### src/ict_consts.svh
`ifndef ICT_CONSTS_SVH
`define ICT_CONSTS_SVH
`define ICT_WORD_PENALTY 8'h04
`define ICT_JCC_TAKEN 8'h10
`define ICT_JCC_NOT_TAKEN 8'h04
`define ICT_JCC_BYTES 3'h2
`define ICT_JCXZ_TAKEN 8'h12
`define ICT_JCXZ_NOT_TAKEN 8'h06
`define ICT_FLAG_LOAD_CLK 8'h04
`define ICT_LPTR_CLK 8'h10
`define ICT_LPTR_XFER 3'h2
`define ICT_LEA_CLK 8'h02
`define ICT_FLAG_POP_CLK 8'h08
`define ICT_FLAG_POP_XFER 3'h1
`define ICT_NOT_REG_CLK 8'h03
`define ICT_NOT_MEM_CLK 8'h10
`define ICT_NOT_MEM_XFER 3'h2
`define ICT_NEGATE_REG_CLK 8'h03
`define ICT_NEGATE_MEM_CLK 8'h10
`define ICT_NEGATE_MEM_XFER 3'h2
`define ICT_NMI_CLK 8'h32
`define ICT_NMI_XFER 3'h5
`define ICT_NOP_CLK 8'h03
`define ICT_ONE_BYTE 3'h1
`define ICT_TWO_BYTES 3'h2
`endif

### src/ict_pkg.sv
package ict_pkg;
  typedef enum logic [3:0] {
    ICT_OP_JCC = 4'h0,
    ICT_OP_JCXZ = 4'h1,
    ICT_OP_FLAG_LOAD = 4'h2,
    ICT_OP_LPTR = 4'h3,
    ICT_OP_LEA = 4'h4,
    ICT_OP_FLAG_POP = 4'h5,
    ICT_OP_NOT = 4'h6,
    ICT_OP_NEGATE = 4'h7,
    ICT_OP_NMI = 4'h8,
    ICT_OP_NOP = 4'h9
  } ict_op_e;
  typedef enum logic [2:0] {
    ICT_IDLE = 3'b001,
    ICT_CALC = 3'b010,
    ICT_DONE = 3'b100
  } ict_state_e;
endpackage

### src/ict_calc_if.sv
`timescale 1ns/1ps
interface ict_calc_if;
  logic [3:0] op;
  logic mem_form;
  logic taken;
  logic odd_addr;
  logic narrow_bus;
  logic [7:0] addr_time;
  logic [15:0] dest;
  logic [15:0] clocks;
  logic [2:0] xfers;
  logic [2:0] bytes;
  logic carry;
  logic carry_valid;
  modport host (output op, mem_form, taken, odd_addr, narrow_bus, addr_time,
    dest, input clocks, xfers, bytes, carry, carry_valid);
  modport calc (input op, mem_form, taken, odd_addr, narrow_bus, addr_time,
    dest, output clocks, xfers, bytes, carry, carry_valid);
endinterface

### src/ict_calc.sv
`timescale 1ns/1ps
`include "ict_consts.svh"
module ict_calc (
  // Request and result
  ict_calc_if.calc c
);
  logic [7:0] base;
  logic [2:0] nx;
  logic [2:0] nb;
  logic use_addr_time;
  logic [15:0] pen;
  always_comb begin
    base = `ICT_NOP_CLK;
    nx = 3'h0;
    nb = `ICT_ONE_BYTE;
    use_addr_time = 1'b0;
    c.carry = 1'b0;
    c.carry_valid = 1'b0;
    case (c.op)
      4'h0: begin
        base = c.taken ? `ICT_JCC_TAKEN : `ICT_JCC_NOT_TAKEN;
        nb = `ICT_JCC_BYTES;
      end
      4'h1: begin
        base = c.taken ? `ICT_JCXZ_TAKEN : `ICT_JCXZ_NOT_TAKEN;
        nb = `ICT_TWO_BYTES;
      end
      4'h2: base = `ICT_FLAG_LOAD_CLK;
      4'h3: begin
        base = `ICT_LPTR_CLK;
        nx = `ICT_LPTR_XFER;
        nb = `ICT_TWO_BYTES;
        use_addr_time = 1'b1;
      end
      4'h4: begin
        base = `ICT_LEA_CLK;
        nb = `ICT_TWO_BYTES;
        use_addr_time = 1'b1;
      end
      4'h5: begin
        base = `ICT_FLAG_POP_CLK;
        nx = `ICT_FLAG_POP_XFER;
      end
      4'h6: begin
        nb = `ICT_TWO_BYTES;
        base = c.mem_form ? `ICT_NOT_MEM_CLK : `ICT_NOT_REG_CLK;
        nx = c.mem_form ? `ICT_NOT_MEM_XFER : 3'h0;
        use_addr_time = c.mem_form;
      end
      4'h7: begin
        nb = `ICT_TWO_BYTES;
        base = c.mem_form ? `ICT_NEGATE_MEM_CLK : `ICT_NEGATE_REG_CLK;
        nx = c.mem_form ? `ICT_NEGATE_MEM_XFER : 3'h0;
        use_addr_time = c.mem_form;
        c.carry = (c.dest != 16'h0000);
        c.carry_valid = 1'b1;
      end
      4'h8: begin
        base = `ICT_NMI_CLK;
        nx = `ICT_NMI_XFER;
        nb = 3'h0;
      end
      default: base = `ICT_NOP_CLK;
    endcase
    pen = 16'h0000;
    if (c.narrow_bus || c.odd_addr) begin
      pen = 16'({13'h0, nx} * {8'h0, `ICT_WORD_PENALTY});
    end
    c.clocks = 16'({8'h0, base} + (use_addr_time ? {8'h0, c.addr_time} : 16'h0)
      + pen);
    c.xfers = nx;
    c.bytes = nb;
  end
endmodule

### src/ict_timing.sv
`timescale 1ns/1ps
`include "ict_consts.svh"
module ict_timing (
  // Clock and reset
  input wire logic sys_clk_i,
  input wire logic sys_rst_i,
  // Request
  input wire logic req_i,
  input wire logic [3:0] op_i,
  input wire logic mem_form_i,
  input wire logic taken_i,
  input wire logic odd_addr_i,
  input wire logic narrow_bus_i,
  input wire logic [7:0] effective_address_time_i,
  input wire logic [15:0] dest_i,
  // Result
  output logic done_o,
  output logic [15:0] clocks_o,
  output logic [2:0] xfers_o,
  output logic [2:0] bytes_o,
  output logic carry_o,
  output logic carry_valid_o
);
  ict_calc_if cif ();
  ict_pkg::ict_state_e state_q;
  logic [3:0] op_q;
  logic mem_q, taken_q, odd_q, narrow_q;
  logic [7:0] addr_time_q;
  logic [15:0] dest_q;

  // ------------------------------------------------------------
  // Request capture
  // ------------------------------------------------------------
  always_ff @(posedge sys_clk_i or posedge sys_rst_i) begin
    if (sys_rst_i) begin
      op_q <= 4'h0;
      mem_q <= 1'b0;
      taken_q <= 1'b0;
      odd_q <= 1'b0;
      narrow_q <= 1'b0;
      addr_time_q <= 8'h00;
      dest_q <= 16'h0000;
    end else if (req_i && state_q == ict_pkg::ICT_IDLE) begin
      op_q <= op_i;
      mem_q <= mem_form_i;
      taken_q <= taken_i;
      odd_q <= odd_addr_i;
      narrow_q <= narrow_bus_i;
      addr_time_q <= effective_address_time_i;
      dest_q <= dest_i;
    end
  end

  assign cif.op = op_q;
  assign cif.mem_form = mem_q;
  assign cif.taken = taken_q;
  assign cif.odd_addr = odd_q;
  assign cif.narrow_bus = narrow_q;
  assign cif.addr_time = addr_time_q;
  assign cif.dest = dest_q;

  ict_calc u_calc (
    .c(cif.calc)
  );

  // ------------------------------------------------------------
  // Sequencer
  // ------------------------------------------------------------
  always_ff @(posedge sys_clk_i or posedge sys_rst_i) begin
    if (sys_rst_i) begin
      state_q <= ict_pkg::ICT_IDLE;
    end else begin
      case (state_q)
        ict_pkg::ICT_IDLE: begin
          if (req_i) begin
            state_q <= ict_pkg::ICT_CALC;
          end
        end
        ict_pkg::ICT_CALC: state_q <= ict_pkg::ICT_DONE;
        ict_pkg::ICT_DONE: state_q <= ict_pkg::ICT_IDLE;
        default: state_q <= ict_pkg::ICT_IDLE;
      endcase
    end
  end

  // ------------------------------------------------------------
  // Result registers
  // ------------------------------------------------------------
  always_ff @(posedge sys_clk_i or posedge sys_rst_i) begin
    if (sys_rst_i) begin
      done_o <= 1'b0;
      clocks_o <= 16'h0000;
      xfers_o <= 3'h0;
      bytes_o <= 3'h0;
      carry_o <= 1'b0;
      carry_valid_o <= 1'b0;
    end else begin
      done_o <= (state_q == ict_pkg::ICT_CALC);
      if (state_q == ict_pkg::ICT_CALC) begin
        clocks_o <= cif.clocks;
        xfers_o <= cif.xfers;
        bytes_o <= cif.bytes;
        carry_o <= cif.carry;
        carry_valid_o <= cif.carry_valid;
      end
    end
  end
endmodule

### config.mk
export PLATFORM = sky130hd
export DESIGN_NAME = ict_timing
export DESIGN_NICKNAME = d
export VERILOG_FILES = /design/src/ict_pkg.sv /design/src/ict_calc_if.sv /design/src/ict_calc.sv /design/src/ict_timing.sv
export VERILOG_INCLUDE_DIRS = /design/src
export SDC_FILE = /design/constraint.sdc
export NUM_CORES = 1
export LEC_CHECK = 0
export BUFFER_PORTS_ARGS = -buffer_cell sky130_fd_sc_hd__buf_2
export CAP_MARGIN = 20
export CORE_ASPECT_RATIO = 1.25
export CORE_MARGIN = 2
export CORE_UTILIZATION = 30
export CTS_BUF_LIST = sky130_fd_sc_hd__clkbuf_4 sky130_fd_sc_hd__clkbuf_8 sky130_fd_sc_hd__clkbuf_16
export DETAILED_ROUTE_END_ITERATION = 6
export PLACE_DENSITY = 0.49
export SLEW_MARGIN = 20
export SYNTH_ARGS = -nofsm -noshare
export SYNTH_HDL_FRONTEND = slang
export SYNTH_SLANG_ARGS = --single-unit
export TNS_END_PERCENT = 100
### constraint.sdc
create_clock -name sys_clk_i -period 3.4 [get_ports sys_clk_i]
set_clock_uncertainty 0.15 [all_clocks]
set_input_delay 0.17 -clock sys_clk_i [delete_from_list [all_inputs] [get_ports sys_clk_i]]
set_output_delay 0.17 -clock sys_clk_i [all_outputs]
set_load 0.02 [all_outputs]
==> Word-level counts from Yosys, hierarchy flattened <==
Index checks and enable logic that the tools add are counted.
{ "totals": {"output_inout_bits": 25, "wordCells": 48, "ff_bits": 60, "inputBits": 35} }
{ "classes": {"reduce_logical": 7, "mux": 14, "n_eq_ne": 11, "n_addsub": 2} }
{ "ops": {"columns": ["cell", "count"], "rows": [
  ["8-bit case mux with 8 select lines", 1],
  ["5-bit 2-to-1 mux", 4],
  ["16-bit by 5-bit adder with 16-bit output", 1],
  ["8-bit by 16-bit adder with 16-bit output", 1],
  ["4-bit by 3-bit == test with 1-bit output (second input constant)", 4],
  ["16-bit nonzero test", 1],
  ["3-bit case mux with 4 select lines", 1],
  ["4-bit by 2-bit == test with 1-bit output (second input constant)", 2],
  ["8-bit 2-to-1 mux", 1],
  ["3-bit case mux with 2 select lines", 1],
  ["6-bit OR reduction", 1],
  ["4-bit by 1-bit == test with 1-bit output (second input constant)", 1],
  ["4-bit == test (second input constant)", 1],
  ["4-bit zero test", 1],
  ["2-bit case mux with 2 select lines", 1],
  ["2-bit OR reduction", 2],
  ["3-bit by 1-bit == test with 1-bit output (second input constant)", 1],
  ["3-bit by 2-bit == test with 1-bit output (second input constant)", 1],
  ["3-bit 2-to-1 mux", 1],
  ["1-bit 2-to-1 mux", 2],
  ["2-bit 2-to-1 mux", 1],
  ["2-bit != test (second input constant)", 1],
  ["1-bit case mux with 2 select lines", 1],
  ["1-bit logical AND", 1],
  ["1-bit logical OR", 1]
]} }

==> Depth between registers and ports, before layout <==
Gate-level depths: netlist (run 1).
{ "logic_depth": {"ltp_word": 6, "depth_mapped": 13, "depth_no_buf": 13} }

==> By module <==
Synthesis (run 1) repeated with hierarchy kept, for this count alone.
{ "hier_totals": {"cells_unflattened": 226, "hier_area_um2": 3017.9} }
{ "by_module_without_submodules": {"columns": ["mod", "n_inst", "cells_each", "area_each_um2", "seq_area_each_um2"], "rows": [
  ["ict_timing", 1, 129, 2278.4, 1502.7],
  ["ict_calc", 1, 97, 739.5, 0.0]
]} }

==> Least setup slack after synthesis (run 1) <==
OpenSTA, ideal clock, no wires.
{ "synth_timing": {"path_kind": "register -> register", "from": "register mem_q (netlist: cif.mem_form)", "to": "register clocks_o[7]", "synth_period_minus_slack_ps": 3049, "setup_time_ps": 121, "arrival_time_ps": 2778, "n_path_buf": 0, "required_time_ps": 3129, "path_slack_ps": 351, "stages_incl_launch_ff": 13, "cell_sequence": "dfrtp_1 nand2b_1 and3_1 o21a_1 and2_1 fa_1 inv_1 fa_1 nor2b_1 o31a_1 o22ai_1 xnor2_1 o21ai_1"} }
{ "synth_between": {"elab_chain_cells": 4, "elab_cells_between_ends": 9, "cone_classes": "add/sub: 2; mux: 7"} }
{ "synth_lines": {"columns": ["item", "line", "rtl"], "rows": [
  ["start, declared", "ict_timing.sv:27", "logic mem_q, taken_q, odd_q, narrow_q;"],
  ["start signal, assigned", "ict_timing.sv:45", "mem_q <= mem_form_i;"],
  ["5-bit 2-to-1 mux (no line), or another cell as far along", null, null],
  ["8-bit case mux with 8 select lines, or another cell as far along", "ict_calc.sv:19", "case (c.op)"],
  ["8-bit by 16-bit adder with 16-bit output / 5-bit 2-to-1 mux (equally long branches)", "ict_calc.sv:69, ict_calc.sv:66", null],
  ["16-bit by 5-bit adder with 16-bit output *", "ict_calc.sv:70", "+ pen);"],
  ["end signal, assigned", "ict_timing.sv:100", "clocks_o <= cif.clocks;"],
  ["end, declared", "ict_timing.sv:18", "output logic [15:0] clocks_o,"]
]} }
Mark *: on every way between the ends. The rest lies on a longest branch, timed or not.
A chain may end at the register's enable or synchronous reset.

==> Final worst setup path (run 1) <==
Same ends and word-level chain as after synthesis.

==> results of run 1 <==
==> per-layer routing <==
| layer | GRT usage [%] | vias up | wire, um |
|---|---|---|---|
| met3 | 2.33 | 4 | 190 |
| met2 | 20.4 | 41 | 2830 |
| met4 | 3.57 | 0 | 49 |
| met5 | 0 | - | 0 |
| met1 | 15.0 | 930 | 2430 |
| li1 | - | 980 | - |
==> registers in the layout, summed over array words and instances, names as in the netlist, 2 cells and up <==
name / flops
clocks_o: 9
cif.op: 4
addr_time_q: 8
state_q: 3
cif.dest: 16
xfers_o: 3
bytes_o: 2
==> Yosys cell counts, types with 2 or more instances <==
cell type / number
mux2_2: 30
dfrtp_1: 51
inv_1: 10
nand3_1: 2
nor4_1: 4
and2_1: 5
ha_1: 9
o21ai_0: 6
mux2i_1: 2
xor2_1: 3
mux2_1: 2
buf_6: 3
buf_2: 2
a31oi_1: 2
o21ai_1: 7
a211oi_1: 3
nor2_1: 8
a21o_1: 4
buf_4: 12
o21a_1: 2
nand2_1: 25
a21oi_1: 3
nor2b_1: 7
nor3b_1: 2
fa_1: 4
==> layout make-up <==
class                           instances  share of cell area, %
Sequential cell                        52                   37.2
Multi-Input combinational cell        159                   35.6
Timing Repair Buffer                   95                   19.0
Tap cell                              120                   4.28
Clock buffer                            5                   1.96
Inverter                               11                   1.32
Clock inverter                          3                  0.606
==> power groups by stage <==
stage	Clock (mW)	Sequential, mW	Combinational, mW
after floorplan	0	1.13	0.967
after global placement	0	1.11	1.32
after detailed placement	0	1.12	1.33
after CTS	0.377	1.11	1.37
after global routing	0.401	1.16	1.56
final	0.357	1.11	1.39
==> per-stage QoR <==
step	cells	area [um^2]	power [mW]	worst slack [ns]	hold WS (ns)
after floorplan	240	2710	2.10	0.351	0.155
after global placement	403	3050	2.43	0.167	0.181
after detailed placement	403	3050	2.45	0.120	0.179
after CTS	444	3470	2.85	0.0916	0.313
after global routing	445	3510	3.12	0.0184	0.312
final	445	3510	2.86	0.196	0.317
==> worst max-delay path: cells and delay by family (launching register included) <==
kind / cells / cell delay (ns)
adder cells (fa/ha/maj): 2 / 0.96
XOR/XNOR: 1 / 0.16
AND/OR/NAND/NOR: 4 / 0.71
flip-flops: 1 / 0.42
AO/OA/AOI/OAI: 4 / 0.60
buffers and inverters: 1 / 0.07
==> worst max path at each step <==
stage                       from     endpoint  cells after the start
detailed placement  cif.mem_form  clocks_o[7]                     12
global route        cif.mem_form  clocks_o[7]                     12
CTS                    cif.op[1]  clocks_o[7]                     12
floorplan           cif.mem_form  clocks_o[7]                     12
global placement    cif.mem_form  clocks_o[7]                     12
finish              cif.mem_form  clocks_o[7]                     12
==> kinds of logic after synthesis <==
logic type	after synthesis
and+or+nand+nor	61
DFF	52
AOI/OAI and AO/OA	39
muxes	34
buffers and inverters	29
adders and majority gates	13
xor gates and xnor gates	4
other	1
==> timing repair <==
action	CTS	global route
setup endpoints to repair	0	4
buffers inserted	0	1
hold buffers	33	0
hold endpoints to repair	64	0
gates resized for setup	0	10
==> impl_metrics.tcl, run 1 <==
set metrics [dict create \
    reg2reg_depth 12 \
    synth_top_cells_by_area "dfrtp_1 (48%), mux2_2 (13%), ha_1 (4.2%), nand2_1 (3.5%), buf_4 (3.4%)" \
    drv_slew 0 \
    start_kind "register" \
    nets 372 \
    holdPathEnd "state_q[1]" \
    tritoncts "done" \
    p_int_mw 1.73 \
    fp.dieW_um 88.5 \
    ys_ff_latch 52 \
    status "finished, final reports clean" \
    critPathRequiredTime_ns 3.41 \
    grt_overflow 0 \
    synth_top_family_by_area "multiplexers" \
    combPwrFrac_pct 48.5 \
    grt_first_pass_wirelength_um 8990 \
    seqPwrFrac_pct 39.0 \
    tns_ns 0 \
    synth_cell_types 50 \
    end_kind "register" \
    syn-cell-area_um2 2680 \
    port_buffers 51 \
    ys_seq_area_share_pct 48.6 \
    min_from "req_i" \
    swShare_pct 39.4 \
    htree_levels 2 \
    layout_commonest_cell "buf_2" \
    clock_path_buffers 2 \
    r2r-start "cif.mem_form" \
    cellLeakagePower_nw 1.65 \
    drtPass1Iterations 4 \
    core_area_um2 8700 \
    dp_hpwl_um 4070 \
    slowest_delay_ns 0.56 \
    multi_input_area_um2 1250 \
    clkLatencyLatePin_ns 0.30 \
    crit_slowest_cell "fa_1" \
    cts_made_buffers 5 \
    synth_top_area_share_pct 47.6 \
    max_clock_freq_ghz 0.312 \
    max-vdd-ir-drop_mv 0.281 \
    hold_viol_final 0 \
    final_cell_mix "buf_2 (51), dfrtp_1 (47), dlygate4sd3_1 (33)" \
    hold_depth 4 \
    cap_violations 0 \
    place_congestion 0.739 \
    rsz0062_at_grt "no" \
    cts.sinks 52 \
    row_count 38 \
    final_util_pct 40.4 \
    syn_to_final_growth_pct 31.0 \
    grt_usage_pct 11.9 \
    path_cells "nand2b_1 -> and3_1 -> o21a_2 -> and2_1 -> fa_1 -> inv_1 -> fa_2 -> nor2b_1 -> o31a_1 -> o22ai_1 -> xnor2_1 -> o21ai_1" \
    fillers 864 \
    critical_path_class "register to register" \
    antenna_cells 0 \
    die_h_um 110 \
    drt-initial-drc-count 35 \
    min_period_ns 3.20 \
    crit_fanout 7 \
    die_area_um2 9710 \
    ys.flop_type "dfrtp_1" \
    synth-compound-area-share_pct 9.85 \
    clockPowerShare_pct 12.5 \
    tightest_slew_ns 0.919 \
    ioPinCount 60 \
    via_count 1955 \
    synthSimpleGateAreaFrac_pct 11.9 \
    grt_max_degree 35 \
    hp-class "primary input to register" \
    p_per_area_nw_per_um2 813 \
    yosysWarnings 0 \
    cp_data_arrival_time_ns 3.21 \
    initial_core_util_pct 30.8 \
    drc 0 \
    drive_above_1_share_pct 36.0 \
    first_global_vias 1947 \
    avgSynthCellArea_um2 11.5 \
    syn_inst 233 \
    setup_viol 0 \
    reg2reg_to "clocks_o[7]" \
    async_flop_share_pct 100 \
    ctsRootBufferMaster "clkbuf_8" \
    yosys.area_share.adder_pct 7.19 \
    synth_edf_count 0 \
    clk_pin_slew_ns 0.10 \
    area.sequential_um2 1310 \
    synth_area_leader_cell "dfrtp_1" \
    reg2reg_slack_ns 0.20 \
    switching_power_mw 1.12 \
    wirelength_um 5500 \
    drtAntennaViolNets 0 \
    slew_headroom_pct 38.7 \
    antenna_found_initial 0 \
    viasPerCell 4.39 \
    yosys-mux-area-fraction_pct 14.2 \
    wire_per_inst_um 12.4 \
    synthXorXnorAreaFrac_pct 1.31 \
    fin_crit_sh_pct 94.2 \
]
(Power assumes the default switching activity.)
==> inputs of run 2 (changes only) <==
--- a/config.mk
+++ b/config.mk
@@ -14,6 +14,7 @@
 export CTS_BUF_LIST = sky130_fd_sc_hd__clkbuf_4 sky130_fd_sc_hd__clkbuf_8 sky130_fd_sc_hd__clkbuf_16
 export DETAILED_ROUTE_END_ITERATION = 6
 export PLACE_DENSITY = 0.49
+export RECOVER_POWER = 25
 export SLEW_MARGIN = 20
 export SYNTH_ARGS = -nofsm -noshare
 export SYNTH_HDL_FRONTEND = slang
==> constraint.sdc (replaced) <==
create_clock -name sys_clk_i -period 4.1 [get_ports sys_clk_i]
set_clock_uncertainty 0.15 [all_clocks]
set_input_delay 0.205 -clock sys_clk_i [delete_from_list [all_inputs] [get_ports sys_clk_i]]
set_output_delay 0.205 -clock sys_clk_i [all_outputs]
set_load 0.02 [all_outputs]
==> run 2 against run 1 <==
Net effect: the flow now finishes with violations (max-capacitance violations, max-slew violations); die area did not move; clock power down 10%; critical path depth is the same; sequential cell count stayed put; hold slack better by 0.0097 ns; sequential power is 15% lower; global-route usage is 0.28 points higher; critical endpoint unchanged.
==> impl_metrics.tcl, run 2 (synthesis gave the netlist of run 1 again) <==
set metrics [dict create \
    min_period_ns 3.48 \
    drtAntennaViolNets 0 \
    antenna_found_initial 0 \
    switching_power_mw 0.921 \
    place_congestion 0.761 \
    final_cell_mix "dfrtp_1 (51), buf_2 (34), dlygate4sd3_1 (33)" \
    critPathRequiredTime_ns 4.13 \
    cpMostUsedCell "nor2b_1" \
    ioPinCount 60 \
    grt_first_pass_wirelength_um 9270 \
    hold_depth 4 \
    tightest_slew_ns 2.78 \
    critical_path_class "register to register" \
    start_kind "register" \
    via_count 1927 \
    crit_slowest_cell "dfrtp_1" \
    reg2reg_depth 12 \
    p_per_area_nw_per_um2 671 \
    fp.dieW_um 88.5 \
    rsz0062_at_grt "no" \
    grt_max_degree 53 \
    tritoncts "done" \
    drt-initial-drc-count 41 \
    hp-class "primary input to register" \
    antenna_cells 0 \
    clk_pin_slew_ns 0.11 \
    setup_viol 0 \
    critPathTopFamily "adder cells" \
    cp_num_buf_inv 1 \
    fin_crit_sh_pct 85.0 \
    first_global_vias 1909 \
    ctsRootBufferMaster "clkbuf_8" \
    drv_slew 53 \
    cts_hold_buf 33 \
    syn_to_final_growth_pct 26.6 \
    cts.sinks 52 \
    slowest_delay_ns 0.57 \
    failed_checks "max-capacitance violations, max-slew violations" \
    drc 0 \
    cellLeakagePower_nw 1.53 \
    grt_usage_pct 12.2 \
    die_area_um2 9710 \
    nets 363 \
    drtPass1Iterations 4 \
    combPwrFrac_pct 44.3 \
    r2r-start "cif.op[1]" \
    p_int_mw 1.36 \
    wire_per_inst_um 12.5 \
    path_cells "nor2b_1 -> nor3b_1 -> o21a_1 -> nand2_1 -> fa_1 -> inv_1 -> ha_1 -> nor2b_1 -> o31a_1 -> o22ai_1 -> xnor2_1 -> o21ai_1" \
    largest_register_ffs 16 \
    row_count 38 \
    grt_overflow 0 \
    clockPowerShare_pct 14.1 \
    status "finished with violations" \
    max_clock_freq_ghz 0.287 \
    core_area_um2 8700 \
    reg2reg_to "clocks_o[7]" \
    reg2reg_slack_ns 0.62 \
    min_from "req_i" \
    cap_violations 1 \
    die_h_um 110 \
    cts_setup_buffers 0 \
    end_kind "register" \
    swShare_pct 40.5 \
    design_area_um2 3390 \
    wirelength_um 5450 \
    htree_levels 2 \
    clock_path_buffers 2 \
    hold_viol_final 0 \
    port_buffers 51 \
    initial_core_util_pct 30.8 \
    holdPathEnd "state_q[1]" \
    layout_commonest_cell "dfrtp_1" \
    slew_headroom_pct -85.1 \
    cts_made_buffers 5 \
    max-vdd-ir-drop_mv 0.242 \
    tns_ns 0 \
    place_area_um2 2990 \
    dp_hpwl_um 3840 \
    cts_resized 0 \
    drive_above_1_share_pct 25.3 \
    clkLatencyLatePin_ns 0.31 \
    cp_data_arrival_time_ns 3.51 \
    seqPwrFrac_pct 41.6 \
    viasPerCell 4.42 \
    crit_fanout 17 \
]
==> run 2: layout make-up <==
cell class                 count  area [um^2]
sequential                    52         1300
multi-input combinational    159         1220
tap                          120          150
timing repair buffer          86          576
fill                         882         5310
clock inverter                 3         28.8
inverter                      11         46.3
clock buffer                   5         68.8
==> run 2: power groups by stage <==
stage	Clock (mW)	Sequential (mW)	Combinational, mW
final	0.321	0.948	1.01
after global routing	0.353	0.994	1.16
after CTS	0.338	0.949	1.04
after detailed placement	0	0.963	1.01
after global placement	0	0.955	1.00
after floorplan	0	0.941	0.802
==> run 2: worst max path at each step <==
stage,startpoint,end,slack [ns],depth (start not counted)
final,cif.op[1],clocks_o[7],0.62,12
after global routing,sys_rst_i,addr_time_q[3],0.22,4
after CTS,cif.op[1],clocks_o[7],0.59,12
after detailed placement,cif.op[1],clocks_o[7],0.61,12
after global placement,cif.op[2],clocks_o[7],0.65,12
after floorplan,cif.mem_form,clocks_o[7],1.05,12
==> run 2: through the flow <==
stage / power, mW / setup slack [ns] / util (%) / cells / hold WS, ns
after floorplan: 1.74 / 1.05 / - / 240 / 0.190
after global placement: 1.96 / 0.649 / 34.4 / 395 / 0.283
after detailed placement: 1.97 / 0.610 / 34.4 / 395 / 0.278
after CTS: 2.33 / 0.588 / 39.3 / 436 / 0.337
after global routing: 2.51 / 0.217 / 39.0 / 436 / 0.366
final: 2.28 / 0.616 / 39.0 / 436 / 0.327
==> run 2: routing by layer <==
layer  part of all wire (%)  global-route usage [%]
met2                     48                    19.1
met4                    2.0                    4.65
met1                     45                    16.3
met3                    5.5                    2.78
met5                      0                       0
==> run 2: worst reg2reg max path, delay by kind of cell (launching register included) <==
family	cells	cell delay, ns
compound gates	4	0.77
xor+xnor	1	0.14
fa+ha+maj	2	0.87
buf+inv	1	0.04
flops	1	0.57
simple gates	4	0.83
==> inputs of run 3 (changes only) <==
--- a/config.mk
+++ b/config.mk
@@ -6,6 +6,7 @@
 export SDC_FILE = /design/constraint.sdc
 export NUM_CORES = 1
 export LEC_CHECK = 0
+export ABC_AREA = 1
 export BUFFER_PORTS_ARGS = -buffer_cell sky130_fd_sc_hd__buf_2
 export CAP_MARGIN = 20
 export CORE_ASPECT_RATIO = 1.25
==> constraint.sdc (replaced) <==
create_clock -name sys_clk_i -period 3.3 [get_ports sys_clk_i]
set_clock_uncertainty 0.15 [all_clocks]
set_input_delay 0.165 -clock sys_clk_i [delete_from_list [all_inputs] [get_ports sys_clk_i]]
set_output_delay 0.165 -clock sys_clk_i [all_outputs]
set_load 0.02 [all_outputs]
==> run 3 against run 2 <==
Net effect: the flow still finishes with violations (max-capacitance violations, max-slew violations); non-clock buffer count grew 1; wire length grew 7.7%; combinational power grew 22%; core utilization grew 1.1 points; synthesized cell count grew 41%; critical path type unchanged; highest routed layer unchanged.
==> impl_metrics.tcl, run 3 <==
set metrics [dict create \
    syn_inst 329 \
    die_h_um 110 \
    tritoncts "done" \
    synth_edf_count 0 \
    drtPass1Iterations 4 \
    r2r-start "cif.op[1]" \
    final_cell_mix "nand2_1 (131), dfrtp_1 (51), inv_1 (37)" \
    cts.sinks 52 \
    cts_resized 0 \
    async_flop_share_pct 100 \
    fin_hold_ws_ns 0.258 \
    pre_cts_slack_ns 0.448 \
    drt-initial-drc-count 133 \
    failed_checks "max-capacitance violations, max-slew violations" \
    reg2reg_depth 15 \
    yosys.cell_count.top_type "nand2_1" \
    avgSynthCellArea_um2 8.13 \
    critPathRequiredTime_ns 3.36 \
    hp-class "primary input to register" \
    row_count 38 \
    viasPerCell 4.19 \
    cts_made_buffers 5 \
    crit_fanout 9 \
    grt_usage_pct 13.1 \
    seqPwrFrac_pct 38.3 \
    swShare_pct 41.7 \
    p_int_mw 1.66 \
    syn-cell-area_um2 2680 \
    antenna_cells 0 \
    reg2reg_to "clocks_o[7]" \
    drtAntennaViolNets 0 \
    clockPowerShare_pct 18.4 \
    end_kind "register" \
    setup_viol 0 \
    synth_area_leader_cell "dfrtp_1" \
    ioPinCount 60 \
    nets 461 \
    core_area_um2 8650 \
    critical_path_class "register to register" \
    drv_slew 43 \
    grt_max_degree 47 \
    die_area_um2 9690 \
    clk_pin_slew_ns 0.10 \
    via_count 2235 \
    cp-startpoint "cif.op[1]" \
    min_period_ns 2.86 \
    synth_cell_types 31 \
    synth_top_cells_by_area "dfrtp_1 (48%), nand2_1 (18%), inv_1 (5.2%), ha_1 (4.2%), o21ai_1 (3.2%)" \
    initial_core_util_pct 30.9 \
    max-vdd-ir-drop_mv 0.255 \
    wire_per_inst_um 11.0 \
    ys_seq_area_share_pct 48.7 \
    syn_to_final_growth_pct 29.7 \
    cap_violations 1 \
    setup_ws_ns 0.440 \
    clkLatencyLatePin_ns 0.31 \
    fin_crit_sh_pct 86.7 \
    tns_ns 0 \
    tightest_slew_ns 1.56 \
    dp_hpwl_um 4170 \
    grt_overflow 0 \
    wirelength_um 5860 \
    yosysWarnings 0 \
    first_global_vias 2221 \
    ctsRootBufferMaster "clkbuf_8" \
    synth_top_area_share_pct 47.7 \
    ys.flop_type "dfrtp_1" \
    hold_viol_final 0 \
    drive_above_1_share_pct 14.7 \
    combPwrFrac_pct 43.3 \
    cp_data_arrival_time_ns 2.92 \
    synthTopCellsByCount "nand2_1 (131), dfrtp_1 (51), inv_1 (37), o21ai_1 (17)" \
    max_clock_freq_ghz 0.350 \
    p_per_area_nw_per_um2 821 \
    fp.dieW_um 88.5 \
    largest_register_ffs 16 \
    htree_levels 2 \
    clock_path_buffers 2 \
    layout_commonest_cell "nand2_1" \
    ys_ff_latch 52 \
    rsz0062_at_grt "no" \
    status "finished with violations" \
    place_congestion 0.901 \
    start_kind "register" \
    cellLeakagePower_nw 1.87 \
    slew_headroom_pct -3.98 \
    antenna_found_initial 0 \
    switching_power_mw 1.19 \
    drc 0 \
    grt_first_pass_wirelength_um 9890 \
    reg2reg_slack_ns 0.44 \
    worstSetupEndpoint "clocks_o[7]" \
    port_buffers 51 \
]
-- run 3: cell types whose count changed after synthesis, sizes merged, moves of 3 or more --
cell    previous run  this run
a211oi             4         0
a21o               4         0
a21oi              3         7
and2               5         0
buf               17        13
clkbuf             1         4
inv               10        42
mux2              32         0
nand2             25       135
nand3              2        11
nor2b              7         0
nor3               1         4
nor4               5         2
o21ai             14        25
-- run 3: what timing repair did --
action	CTS	global route
buffers inserted	0	0
hold buffers	33	0
endpoints found under the hold margin	72	0
-- run 3: how the worst min path moves through the flow --
stage | startpoint | depth (start not counted) | to
after floorplan | effective_address_time_i[0] | 2 | addr_time_q[0]
after global placement | dest_i[2] | 3 | cif.dest[2]
after detailed placement | dest_i[2] | 3 | cif.dest[2]
after CTS | req_i | 5 | state_q[0]
after global routing | req_i | 5 | state_q[0]
final | req_i | 5 | state_q[0]
-- run 3: cells by family after synthesis --
| kind of cell | share of synthesized area, % |
|---|---|
| XOR/XNOR | 0.982 |
| AO/OA/AOI/OAI | 6.27 |
| other | 0.140 |
| AND/OR/NAND/NOR | 26.7 |
| flip-flops | 48.7 |
| buffers and inverters | 10.0 |
| adder cells (fa/ha/maj) | 7.20 |
-- run 3: power by group through the flow --
stage,Sequential [mW],Clock (mW),Combinational (mW)
2_1_floorplan,1.16,0,0.859
3_3_place_gp,1.10,0,1.23
3_5_place_dp,1.10,0,1.25
4_1_cts,1.09,0.535,1.28
5_1_grt,1.13,0.564,1.44
6_report,1.09,0.524,1.23
-- run 3: layout make-up --
cell class	count	area, um^2
Clock buffer	6	76.3
Clock inverter	2	60.1
Fill cell	933	5180
Inverter	44	165
Multi-Input combinational cell	223	1130
Sequential cell	52	1300
Tap cell	120	150
Timing Repair Buffer	87	583
-- run 3: worst max-delay path: stages (launching register included) --
cell and delay [ns]:
dfrtp_1 0.46, nand2_1 0.14, clkinv_1 0.08, nand2_2 0.08
nand3_4 0.14, nand2_1 0.09, inv_1 0.05, fa_1 0.56
inv_1 0.07, fa_1 0.48, inv_1 0.10, nand3_1 0.08
nand3_1 0.07, nand3_1 0.08, nand3_2 0.06, nand2_1 0.06
-- run 3: metal layers --
layer  wire length, um  global-route usage (%)
met1              2580                    15.8
met2              3040                    23.6
met3               193                    2.48
met4                57                    3.25
met5                 0                       0
-- run 3: stage by stage --
stage / total power, mW / instances / utilization (%) / area, um^2
after detailed placement: 2.35 / 493 / 35.0 / 3030
after floorplan: 2.02 / 336 / - / 2700
final: 2.85 / 534 / 40.1 / 3470
after global placement: 2.33 / 493 / 35.0 / 3030
after global routing: 3.13 / 534 / 40.1 / 3470
after CTS: 2.91 / 534 / 40.4 / 3490
